## src/hw/wcmd_pkg.sv

```systemverilog
// Purpose: Shared constants and types for the write instruction decoder
// Assumes: Instruction, data and response words are 16 bits wide
// Notes: Instruction classes are decoded from the code word
package wcmd_pkg;
    localparam int WORD_W = 16;
    localparam logic [15:0] WR_SPACE_LO = 16'h8010;
    localparam logic [15:0] WR_SPACE_HI = 16'h91ff;
    localparam logic [15:0] CODE_ALARM_RESET = 16'h8010;
    localparam logic [15:0] CODE_FB_CLEAR = 16'h8101;
    localparam logic [15:0] CODE_GROUP_WRITE = 16'h8200;
    localparam logic [15:0] CODE_GROUP_READ = 16'h0200;
    localparam logic [7:0] HI_PAR_RAM = 8'h82;
    localparam logic [7:0] HI_PAR_NV = 8'h83;
    localparam logic [7:0] HI_SPD_RAM = 8'h86;
    localparam logic [7:0] HI_ACC_RAM = 8'h87;
    localparam logic [7:0] HI_DEC_RAM = 8'h88;
    localparam logic [7:0] HI_SPD_NV = 8'h8d;
    localparam logic [7:0] HI_ACC_NV = 8'h8e;
    localparam logic [7:0] HI_DEC_NV = 8'h8f;
    localparam logic [15:0] CLEAR_KEY = 16'h1ea5;
    localparam logic [1:0] GROUP_BASIC = 2'h0;
    localparam logic [1:0] GROUP_GAIN = 2'h1;
    localparam logic [1:0] GROUP_EXT = 2'h2;
    localparam logic [1:0] GROUP_IO = 2'h3;
    localparam logic [1:0] GROUP_RESET = 2'h0;
    localparam logic [7:0] PT_LAST_BAD = 8'hff;
    localparam logic [15:0] RESP_OK = 16'h0000;
    localparam logic [15:0] RESP_CODE_ERR = 16'h0001;
    localparam logic [15:0] RESP_SEL_ERR = 16'h0002;
    localparam logic [15:0] RESP_RANGE_ERR = 16'h0003;
    localparam logic [15:0] RESP_RESET = 16'h0000;
    localparam logic [1:0] FIELD_SPEED = 2'h0;
    localparam logic [1:0] FIELD_ACCEL = 2'h1;
    localparam logic [1:0] FIELD_DECEL = 2'h2;

    typedef enum logic [3:0] {
        OP_BAD = 4'h0, OP_ALM = 4'h1, OP_FBC = 4'h2, OP_GRP = 4'h3,
        OP_PRAM = 4'h4, OP_PNV = 4'h5, OP_SPD_RAM = 4'h6, OP_ACC_RAM = 4'h7,
        OP_DEC_RAM = 4'h8, OP_SPD_NV = 4'h9, OP_ACC_NV = 4'ha, OP_DEC_NV = 4'hb,
        OP_GRD = 4'hc
    } op_t;

    // Point table write classes
    function automatic logic op_is_point(input op_t op);
        return op inside {OP_SPD_RAM, OP_ACC_RAM, OP_DEC_RAM, OP_SPD_NV, OP_ACC_NV, OP_DEC_NV};
    endfunction : op_is_point

    // Parameter write classes
    function automatic logic op_is_param(input op_t op);
        return op inside {OP_PRAM, OP_PNV};
    endfunction : op_is_param

    // Classes that target non-volatile storage
    function automatic logic op_is_nv(input op_t op);
        return op inside {OP_PNV, OP_SPD_NV, OP_ACC_NV, OP_DEC_NV};
    endfunction : op_is_nv

    // Point table field addressed by a class
    function automatic logic [1:0] op_field(input op_t op);
        if (op inside {OP_ACC_RAM, OP_ACC_NV})
            return FIELD_ACCEL;
        if (op inside {OP_DEC_RAM, OP_DEC_NV})
            return FIELD_DECEL;
        return FIELD_SPEED;
    endfunction : op_field
endpackage : wcmd_pkg

```

## src/hw/code_classifier.sv

```systemverilog
// Purpose: Sorts an instruction code word into a class and number
// Assumes: Code word is stable while it is sampled
// Notes: Purely combinational
`timescale 1ns/1ns
`default_nettype none
module code_classifier
    import wcmd_pkg::*;
(
    input wire logic [15:0] code,
    output var op_t op,
    output logic [7:0] num
);
    logic [7:0] hi;
    logic in_write_space;
    logic low_nz;

    // Field split of the code word
    assign hi = code[15:8];
    assign num = code[7:0]; // RULE10
    assign low_nz = (code[7:0] != 8'h00);
    assign in_write_space = (code >= WR_SPACE_LO) && (code <= WR_SPACE_HI); // RULE1

    // Class decode, anything unlisted is a bad code
    always_comb
    begin
        op = OP_BAD;
        if (code == CODE_GROUP_READ)
            op = OP_GRD;
        else if (code == CODE_ALARM_RESET)
            op = OP_ALM;
        else if (code == CODE_FB_CLEAR)
            op = OP_FBC;
        else if (code == CODE_GROUP_WRITE)
            op = OP_GRP;
        else if (in_write_space && low_nz)
        begin
            case (hi)
                HI_PAR_RAM: op = OP_PRAM;
                HI_PAR_NV: op = OP_PNV;
                HI_SPD_RAM: op = OP_SPD_RAM;
                HI_ACC_RAM: op = OP_ACC_RAM;
                HI_DEC_RAM: op = OP_DEC_RAM; // RULE14
                HI_SPD_NV: op = OP_SPD_NV;
                HI_ACC_NV: op = OP_ACC_NV; // RULE16
                HI_DEC_NV: op = OP_DEC_NV; // RULE17
                default: op = OP_BAD;
            endcase
        end
    end
endmodule : code_classifier
`default_nettype wire

```

## src/hw/servo_write_command_decoder.sv

```systemverilog
// Purpose: Executes write instruction codes from the cyclic words
// Assumes: One instruction per instr_valid pulse, all inputs synchronous
// Notes: Response and strobes appear one clock after the request
//
// Function
// RULE1 - Write instruction space spans codes 8010h through 91FFh
// RULE2 - Code, data and response are each one 16-bit word
// RULE3 - Undefined code stores an error response and does nothing
// RULE4 - 8010h with data 1EA5 clears the active alarm
// RULE5 - 8101h with data 1EA5 zeroes the feedback pulse display
// RULE6 - 8200h latches data as the selected parameter group
// RULE7 - Group 0 basic, 1 gain/filter, 2 extension, 3 I/O
// RULE8 - 8201h-82FFh write a parameter to volatile storage
// RULE9 - 8301h-83FFh write a parameter to non-volatile storage
// RULE10 - Low byte of a ranged code is the item number
// RULE11 - Parameter write refused beyond access limit or setting range
// RULE12 - 8601h-86FFh write point speed to volatile storage
// RULE13 - 8701h-87FFh write point acceleration to volatile storage
// RULE14 - 8801h-88FFh write point deceleration to volatile storage
// RULE15 - 8D01h-8DFFh write point speed to non-volatile storage
// RULE16 - 8E01h-8EFFh write point acceleration to non-volatile storage
// RULE17 - 8F01h-8FFFh write point deceleration to non-volatile storage
// RULE18 - Master converts decimal values to hexadecimal before writing
// RULE19 - Response 0000 when everything is valid, else an error code
// RULE20 - Response 1 for a bad code or point entry 255
// RULE21 - Response 2 for a parameter number whose reference is disabled
// RULE22 - Response 3 for write data outside the setting range
// RULE23 - Read code 0200h returns the selected parameter group
// RULE24 - Response updates once per instruction and then holds
`timescale 1ns/1ns
`default_nettype none
module servo_write_command_decoder
    import wcmd_pkg::*;
#(
    parameter logic [15:0] PT_SPEED_MAX = 16'hffff,
    parameter logic [15:0] PT_TIME_MAX = 16'hffff
)
(
    input wire logic clock,
    input wire logic rst,
    input wire logic instr_valid,
    input wire logic [15:0] instruction_code_word,
    input wire logic [15:0] write_data_word,
    input wire logic [7:0] parameter_access_limit,
    input wire logic [15:0] param_min,
    input wire logic [15:0] param_max,
    output logic [7:0] query_number,
    output logic [1:0] query_group,
    output logic response_valid,
    output logic [15:0] response_code_word,
    output logic [15:0] read_data_word,
    output logic alarm_reset,
    output logic feedback_clear,
    output logic [1:0] param_group,
    output logic basic_setting_group,
    output logic gain_filter_group,
    output logic extension_setting_group,
    output logic io_setting_group,
    output logic param_write,
    output logic param_write_nv,
    output logic pt_write,
    output logic pt_write_nv,
    output logic [1:0] pt_field,
    output logic [7:0] target_number,
    output logic [15:0] target_data
);
    op_t op;
    logic [7:0] code_num;
    logic [15:0] check_code;
    logic accept_ok;
    logic do_alarm;
    logic do_fb;
    logic do_group;
    logic do_param;
    logic do_pt;
    logic do_read;
    logic [15:0] nxt_resp;
    logic [1:0] nxt_group;
    logic [15:0] nxt_read;
    logic [7:0] nxt_number;
    logic [15:0] nxt_data;
    logic resp_valid_ff;
    logic [15:0] resp_ff;
    logic [15:0] read_ff;
    logic [1:0] group_ff;
    logic alarm_ff;
    logic fb_ff;
    logic par_wr_ff;
    logic par_nv_ff;
    logic pt_wr_ff;
    logic pt_nv_ff;
    logic [1:0] field_ff;
    logic [7:0] number_ff;
    logic [15:0] data_ff;

    // Code word classification
    code_classifier u_class (
        .code(instruction_code_word),
        .op(op),
        .num(code_num)
    );

    // Range and permission checks
    write_limit_check #(
        .PT_SPEED_MAX(PT_SPEED_MAX),
        .PT_TIME_MAX(PT_TIME_MAX)
    ) u_check (
        .op(op),
        .num(code_num),
        .data(write_data_word),
        .access_limit(parameter_access_limit),
        .param_min(param_min),
        .param_max(param_max),
        .resp(check_code)
    );

    // Parameter bound lookup address for the outside table
    assign query_number = code_num;
    assign query_group = group_ff; // RULE6

    // Actions only run when every check passed
    assign accept_ok = instr_valid && (check_code == RESP_OK); // RULE3
    assign do_alarm = accept_ok && (op == OP_ALM); // RULE4
    assign do_fb = accept_ok && (op == OP_FBC); // RULE5
    assign do_group = accept_ok && (op == OP_GRP); // RULE6
    assign do_param = accept_ok && op_is_param(op); // RULE8
    assign do_pt = accept_ok && op_is_point(op); // RULE12
    assign do_read = accept_ok && (op == OP_GRD); // RULE23

    // Next values of the held words
    assign nxt_resp = instr_valid ? check_code : resp_ff; // RULE24
    assign nxt_group = do_group ? write_data_word[1:0] : group_ff; // RULE6
    assign nxt_read = do_read ? {14'h0, group_ff} : read_ff; // RULE23
    assign nxt_number = instr_valid ? code_num : number_ff; // RULE10
    assign nxt_data = instr_valid ? write_data_word : data_ff; // RULE2

    // Response word and strobe
    always_ff @(posedge clock)
    begin
        if (rst)
        begin
            resp_ff <= RESP_RESET;
            resp_valid_ff <= 1'b0;
        end
        else
        begin
            resp_ff <= nxt_resp;
            resp_valid_ff <= instr_valid;
        end
    end

    // Group selector and read-back word
    always_ff @(posedge clock)
    begin
        if (rst)
        begin
            group_ff <= GROUP_RESET;
            read_ff <= 16'h0000;
        end
        else
        begin
            group_ff <= nxt_group;
            read_ff <= nxt_read;
        end
    end

    // One-clock command strobes
    always_ff @(posedge clock)
    begin
        if (rst)
        begin
            alarm_ff <= 1'b0;
            fb_ff <= 1'b0;
            par_wr_ff <= 1'b0;
            par_nv_ff <= 1'b0;
            pt_wr_ff <= 1'b0;
            pt_nv_ff <= 1'b0;
        end
        else
        begin
            alarm_ff <= do_alarm;
            fb_ff <= do_fb;
            par_wr_ff <= do_param;
            par_nv_ff <= do_param && op_is_nv(op); // RULE9
            pt_wr_ff <= do_pt;
            pt_nv_ff <= do_pt && op_is_nv(op); // RULE15
        end
    end

    // Target item and data held for the storage side
    always_ff @(posedge clock)
    begin
        if (rst)
        begin
            field_ff <= FIELD_SPEED;
            number_ff <= 8'h00;
            data_ff <= 16'h0000;
        end
        else
        begin
            field_ff <= do_pt ? op_field(op) : field_ff; // RULE13
            number_ff <= nxt_number;
            data_ff <= nxt_data;
        end
    end

    // Output drive
    assign response_valid = resp_valid_ff;
    assign response_code_word = resp_ff;
    assign read_data_word = read_ff;
    assign alarm_reset = alarm_ff;
    assign feedback_clear = fb_ff;
    assign param_group = group_ff;
    assign param_write = par_wr_ff;
    assign param_write_nv = par_nv_ff;
    assign pt_write = pt_wr_ff;
    assign pt_write_nv = pt_nv_ff;
    assign pt_field = field_ff;
    assign target_number = number_ff;
    assign target_data = data_ff;

    // Group selector decode
    assign basic_setting_group = (group_ff == GROUP_BASIC); // RULE7
    assign gain_filter_group = (group_ff == GROUP_GAIN); // RULE7
    assign extension_setting_group = (group_ff == GROUP_EXT); // RULE7
    assign io_setting_group = (group_ff == GROUP_IO); // RULE7
endmodule : servo_write_command_decoder
`default_nettype wire

```

## src/hw/write_limit_check.sv

```systemverilog
// Purpose: Works out the response code for one instruction
// Assumes: Parameter bounds arrive for the queried number
// Notes: Purely combinational
`timescale 1ns/1ns
`default_nettype none
module write_limit_check
    import wcmd_pkg::*;
#(
    parameter logic [15:0] PT_SPEED_MAX = 16'hffff,
    parameter logic [15:0] PT_TIME_MAX = 16'hffff
)
(
    input wire op_t op,
    input wire logic [7:0] num,
    input wire logic [15:0] data,
    input wire logic [7:0] access_limit,
    input wire logic [15:0] param_min,
    input wire logic [15:0] param_max,
    output var logic [15:0] resp
);
    logic [15:0] pt_max;
    logic par_num_bad;
    logic par_data_bad;

    // Limits of the addressed item
    assign pt_max = (op_field(op) == FIELD_SPEED) ? PT_SPEED_MAX : PT_TIME_MAX;
    assign par_num_bad = (num > access_limit); // RULE11
    assign par_data_bad = (data < param_min) || (data > param_max); // RULE11

    // First failing check sets the code
    always_comb
    begin
        resp = RESP_OK; // RULE19
        if (op == OP_BAD)
            resp = RESP_CODE_ERR; // RULE3
        else if (op_is_point(op))
        begin
            if (num == PT_LAST_BAD)
                resp = RESP_CODE_ERR; // RULE20
            else if (data > pt_max)
                resp = RESP_RANGE_ERR; // RULE22
        end
        else if (op_is_param(op))
        begin
            if (par_num_bad)
                resp = RESP_SEL_ERR; // RULE21
            else if (par_data_bad)
                resp = RESP_RANGE_ERR; // RULE22
        end
        else if ((op == OP_ALM) || (op == OP_FBC))
        begin
            if (data != CLEAR_KEY)
                resp = RESP_RANGE_ERR;
        end
        else if (op == OP_GRP)
        begin
            if (data > {14'h0, GROUP_IO})
                resp = RESP_RANGE_ERR;
        end
    end
endmodule : write_limit_check
`default_nettype wire

```

## config.mk

```make
export PLATFORM = sky130hd
export DESIGN_NAME = servo_write_command_decoder
export DESIGN_NICKNAME = d
export VERILOG_FILES = /design/src/hw/wcmd_pkg.sv /design/src/hw/code_classifier.sv /design/src/hw/servo_write_command_decoder.sv /design/src/hw/write_limit_check.sv
export SDC_FILE = /design/constraint.sdc
export NUM_CORES = 1
export LEC_CHECK = 0
export BUFFER_PORTS_ARGS = -buffer_cell sky130_fd_sc_hd__buf_2
export CORE_MARGIN = 10
export CORE_UTILIZATION = 50
export DETAILED_ROUTE_END_ITERATION = 16
export HOLD_SLACK_MARGIN = 0.06
export PLACE_DENSITY = 0.89
export RECOVER_POWER = 100
export SLEW_MARGIN = 20
export SYNTH_ARGS = -nofsm -noshare
export SYNTH_HDL_FRONTEND = slang
export SYNTH_SLANG_ARGS = --single-unit
```

## constraint.sdc

```tcl
create_clock -name clock -period 5.85 [get_ports clock]
set_clock_uncertainty 0.15 [all_clocks]
set_input_delay 0.585 -clock clock [delete_from_list [all_inputs] [get_ports clock]]
set_output_delay 0.585 -clock clock [all_outputs]
set_load 0.01 [all_outputs]
```

==> impl_metrics.prom <==
# TYPE chip_impl_metric gauge
chip_impl_info{name="run_status",value="finished, violations left"} 1
chip_impl_info{name="failed_checks",value="max-capacitance violations, max-slew violations"} 1
chip_impl_metric{name="power_switching_share",unit="%"} 27.7
chip_impl_info{name="endpoint_of_the_lowest_slack_register_to_register_path",value="read_data_word[1]"} 1
chip_impl_info{name="mostFrequentLayoutCells",value="sky130_fd_sc_hd__buf_2 (73), sky130_fd_sc_hd__clkbuf_1 (55), sky130_fd_sc_hd__inv_1 (42)"} 1
chip_impl_metric{name="setup_slack",unit="ns"} 2.02
chip_impl_metric{name="global_route.usage.total",unit="%"} 17.7
chip_impl_metric{name="ys_seq_elements",unit=""} 39
chip_impl_metric{name="clkSlewWorstSetupHoldPaths",unit="ns"} 0.07
chip_impl_metric{name="slowest_delay",unit="ns"} 0.97
chip_impl_metric{name="ys_warn_count",unit=""} 0
chip_impl_metric{name="worst_slew_margin_rel",unit="%"} -27.0
chip_impl_metric{name="layout-drive-gt1-share",unit="%"} 18.3
chip_impl_metric{name="die_x",unit="µm"} 99.7
chip_impl_metric{name="htree_num_levels",unit=""} 2
chip_impl_metric{name="antenna_cells_inserted",unit=""} 0
chip_impl_metric{name="route.vias.total",unit=""} 3071
chip_impl_info{name="rsz0062_at_grt",value="no"} 1
chip_impl_metric{name="setup_tns",unit="ns"} 0
chip_impl_metric{name="layout_area_overhead",unit="%"} 16.3
chip_impl_info{name="timing.hold.worst_endpoint",value="pt_field[1]"} 1
chip_impl_metric{name="finalHoldViolCount",unit=""} 0
chip_impl_metric{name="largest_net_degree_at_the_start_of_global_routing",unit=""} 37
chip_impl_metric{name="cts_max_path_buffers",unit=""} 2
chip_impl_metric{name="syn_inst",unit=""} 380
chip_impl_metric{name="drt_drc_violations_left",unit=""} 0
chip_impl_metric{name="post-route-period-util",unit="%"} 65.5
chip_impl_metric{name="worst-path-max-fanout",unit=""} 7
chip_impl_metric{name="floorplan.io_pins",unit=""} 156
chip_impl_metric{name="comb_power_share",unit="%"} 24.0
chip_impl_metric{name="initial_utilization",unit="%"} 52.7
chip_impl_metric{name="fp.dieH",unit="µm"} 99.7
chip_impl_metric{name="netSwitchingPower",unit="µW"} 198
chip_impl_metric{name="final_design_area_no_fill",unit="mm²"} 0.00369
chip_impl_metric{name="hpwl",unit="µm"} 7860
chip_impl_metric{name="worstPathRequired",unit="ns"} 5.86
chip_impl_metric{name="worst-r2r-cell-count",unit=""} 2
chip_impl_metric{name="asyncSetResetFlopFracSynth",unit="%"} 0
chip_impl_metric{name="synthDistinctLibCells",unit=""} 60
chip_impl_metric{name="std_cell_rows",unit=""} 28
chip_impl_metric{name="antenna_left",unit=""} 0
chip_impl_metric{name="gr-total-overflow",unit=""} 0
chip_impl_metric{name="postCtsSetupBuffers",unit=""} 0
chip_impl_metric{name="number_of_flops_mapped_to_enable_cells_by_yosys",unit=""} 0
chip_impl_info{name="tritoncts",value="yes"} 1
chip_impl_info{name="worstReg2RegStart",value="param_group[1]"} 1
chip_impl_metric{name="power.ir.vdd_worst",unit="mV"} 0.269
chip_impl_info{name="timing.critical_path.slowest_stage_cell",value="sky130_fd_sc_hd__nor4_1"} 1
chip_impl_metric{name="global_placer_s_final_weighted_congestion",unit=""} 0.992
chip_impl_metric{name="final_period_minus_worst_setup_slack",unit="ns"} 3.83
chip_impl_metric{name="yosysSeqAreaShare",unit="%"} 24.6
chip_impl_metric{name="syn_area_per_cell",unit="µm²"} 8.36
chip_impl_metric{name="avgRoutedWirePerCell",unit="µm"} 16.5
chip_impl_metric{name="grt_pass1_vias",unit=""} 3099
chip_impl_metric{name="p_leak",unit="nW"} 1.88
chip_impl_metric{name="crit_buf_inv",unit=""} 1
chip_impl_info{name="worst_setup_path_start_kind",value="input port"} 1
chip_impl_metric{name="cts_hold_buf",unit=""} 0
chip_impl_metric{name="finalWirelength",unit="µm"} 9380
chip_impl_metric{name="cts_inserted_buffers",unit=""} 5
chip_impl_metric{name="syn_area",unit="mm²"} 0.00318
chip_impl_metric{name="p_seq_share",unit="%"} 39.4
chip_impl_info{name="path_class",value="in2reg"} 1
chip_impl_metric{name="report.final.setup_viol",unit=""} 0
chip_impl_metric{name="vias_per_cell",unit=""} 5.42
chip_impl_metric{name="grt_antenna_before_repair",unit=""} 0
chip_impl_metric{name="drtIter0Drc",unit=""} 165
chip_impl_info{name="crit_path_end_kind",value="flip-flop"} 1
chip_impl_metric{name="p_per_area",unit="mW/mm²"} 194
chip_impl_metric{name="placement.io_buffers",unit=""} 127
chip_impl_metric{name="maxClockFrequency",unit="GHz"} 0.261
chip_impl_metric{name="nNetsFinal",unit=""} 605
chip_impl_info{name="cp_cell_sequence",value="clkbuf_1 -> nor4_1 -> nand2_1 -> nand4bb_1 -> a21bo_1 -> o221ai_1 -> or4b_1 -> nand3b_1 -> o31ai_2"} 1
chip_impl_metric{name="r2r_setup_slack",unit="ns"} 4.94
chip_impl_info{name="layout.cells.most_common",value="sky130_fd_sc_hd__buf_2"} 1
chip_impl_metric{name="cts_num_sinks",unit=""} 39
chip_impl_info{name="category_of_cells_accounting_for_the_largest_share_of_critical_path_delay",value="simple AND/OR/NAND/NOR gates"} 1
chip_impl_info{name="min-delay-path-class",value="reg2reg"} 1
chip_impl_metric{name="hold-path-cell-count",unit=""} 2
chip_impl_metric{name="share_clk_of_total_power",unit="%"} 36.6
chip_impl_metric{name="drt-pass1-iter-count",unit=""} 5
chip_impl_metric{name="wire_length_of_the_first_global_routing_pass",unit="µm"} 14900
chip_impl_info{name="postSynth.topFlopCell",value="sky130_fd_sc_hd__dfxtp_1"} 1
chip_impl_metric{name="fp.dieArea",unit="mm²"} 0.00994
chip_impl_metric{name="intPower",unit="µW"} 517
chip_impl_metric{name="drv_cap",unit=""} 1
chip_impl_metric{name="insertion_delay",unit="ns"} 0.28
chip_impl_metric{name="cts_resized",unit=""} 0
chip_impl_metric{name="slew_violations",unit=""} 29
chip_impl_metric{name="pre_cts_ws",unit="ns"} 2.50
chip_impl_metric{name="tightest_slew",unit="ns"} 1.91
chip_impl_metric{name="placed_area",unit="mm²"} 0.00365
chip_impl_info{name="cts.root.buffer_cell",value="sky130_fd_sc_hd__clkbuf_8"} 1
chip_impl_metric{name="core-area",unit="mm²"} 0.00603
chip_impl_info{name="worst_hold_startpoint",value="pt_field[1]"} 1
chip_impl_metric{name="timing.critical_path.arrival",unit="ns"} 3.84
==> area by class of cell <==
class | instances | area [µm²]
tap | 75 | 93.8
fill | 578 | 2330
sequential | 39 | 781
timing repair buffer | 127 | 568
clock inverter | 2 | 60.1
clock buffer | 6 | 72.6
multi-input combinational | 276 | 1960
inverter | 42 | 158
==> metal layers <==
| layer | global-route usage [%] | vias to the layer above | part of all wire (%) |
|---|---|---|---|
| li1 | - | 1488 | - |
| met1 | 20.1 | 1420 | 40 |
| met2 | 30.5 | 146 | 49 |
| met3 | 7.06 | 17 | 9.5 |
| met4 | 3.75 | 0 | 1.5 |
| met5 | 0 | - | 0 |
==> stage by stage <==
stage	power (mW)	utilization (%)	hold WS (ns)	cells
3_5_place_dp	0.462	60.6	0.331	559
3_3_place_gp	0.454	60.6	0.314	559
5_1_grt	0.753	61.3	0.371	567
6_report	0.716	61.3	0.335	567
4_1_cts	0.722	62.8	0.336	567
2_1_floorplan	0.407	-	0.344	407
==> worst register-to-register path, stage by stage, from the launching register on <==
cell	delay [ns]
sky130_fd_sc_hd__dfxtp_1	0.46
sky130_fd_sc_hd__nand2_1	0.08
sky130_fd_sc_hd__a21oi_1	0.15
==> cell families after synthesis <==
| family | share of synthesized area, % |
|---|---|
| fa+ha+maj | 15.4 |
| flops | 24.6 |
| mux | 8.51 |
| xor+xnor | 0.552 |
| buf+inv | 16.1 |
| other cells | 0.118 |
| simple gates | 20.8 |
| compound gates | 14.0 |
==> synthesized netlist by cell type, types with 8 or more instances <==
library cell,count,area (µm²)
sky130_fd_sc_hd__nor2_1,40,150
sky130_fd_sc_hd__dfxtp_1,39,781
sky130_fd_sc_hd__o21ai_0,12,60.1
sky130_fd_sc_hd__nand2_1,13,48.8
sky130_fd_sc_hd__nand3_1,8,40.0
sky130_fd_sc_hd__ha_1,39,488
sky130_fd_sc_hd__nor3_1,10,50.1
sky130_fd_sc_hd__a21oi_1,15,75.1
sky130_fd_sc_hd__buf_4,39,293
sky130_fd_sc_hd__nand4_1,8,50.1
sky130_fd_sc_hd__inv_1,42,158
sky130_fd_sc_hd__mux2i_1,27,270
==> how the worst max path moves through the flow <==
stage,startpoint,to,cells after the start
2_1_floorplan,param_max[9],alarm_reset,11
3_3_place_gp,write_data_word[9],alarm_reset,10
3_5_place_dp,write_data_word[9],alarm_reset,10
4_1_cts,write_data_word[9],pt_write_nv,10
5_1_grt,instruction_code_word[7],param_group[0],9
6_report,instruction_code_word[7],param_group[0],9
==> power groups by stage <==
stage	Combinational, mW	Clock [mW]	Sequential (mW)
finish	0.172	0.262	0.282
global route	0.195	0.275	0.283
CTS	0.175	0.265	0.282
detailed placement	0.174	0	0.288
global placement	0.167	0	0.287
floorplan	0.115	0	0.292
==> sequential cells by signal, indices dropped and copies added, names as in the netlist <==
signal,count
alarm_reset,1
pt_write_nv,1
pt_field,2
param_group,2
pt_write,1
target_number,8
response_code_word,2
feedback_clear,1
read_data_word,2
response_valid,1
param_write,1
param_write_nv,1
target_data,16
Power figures use the tool's default switching activity.
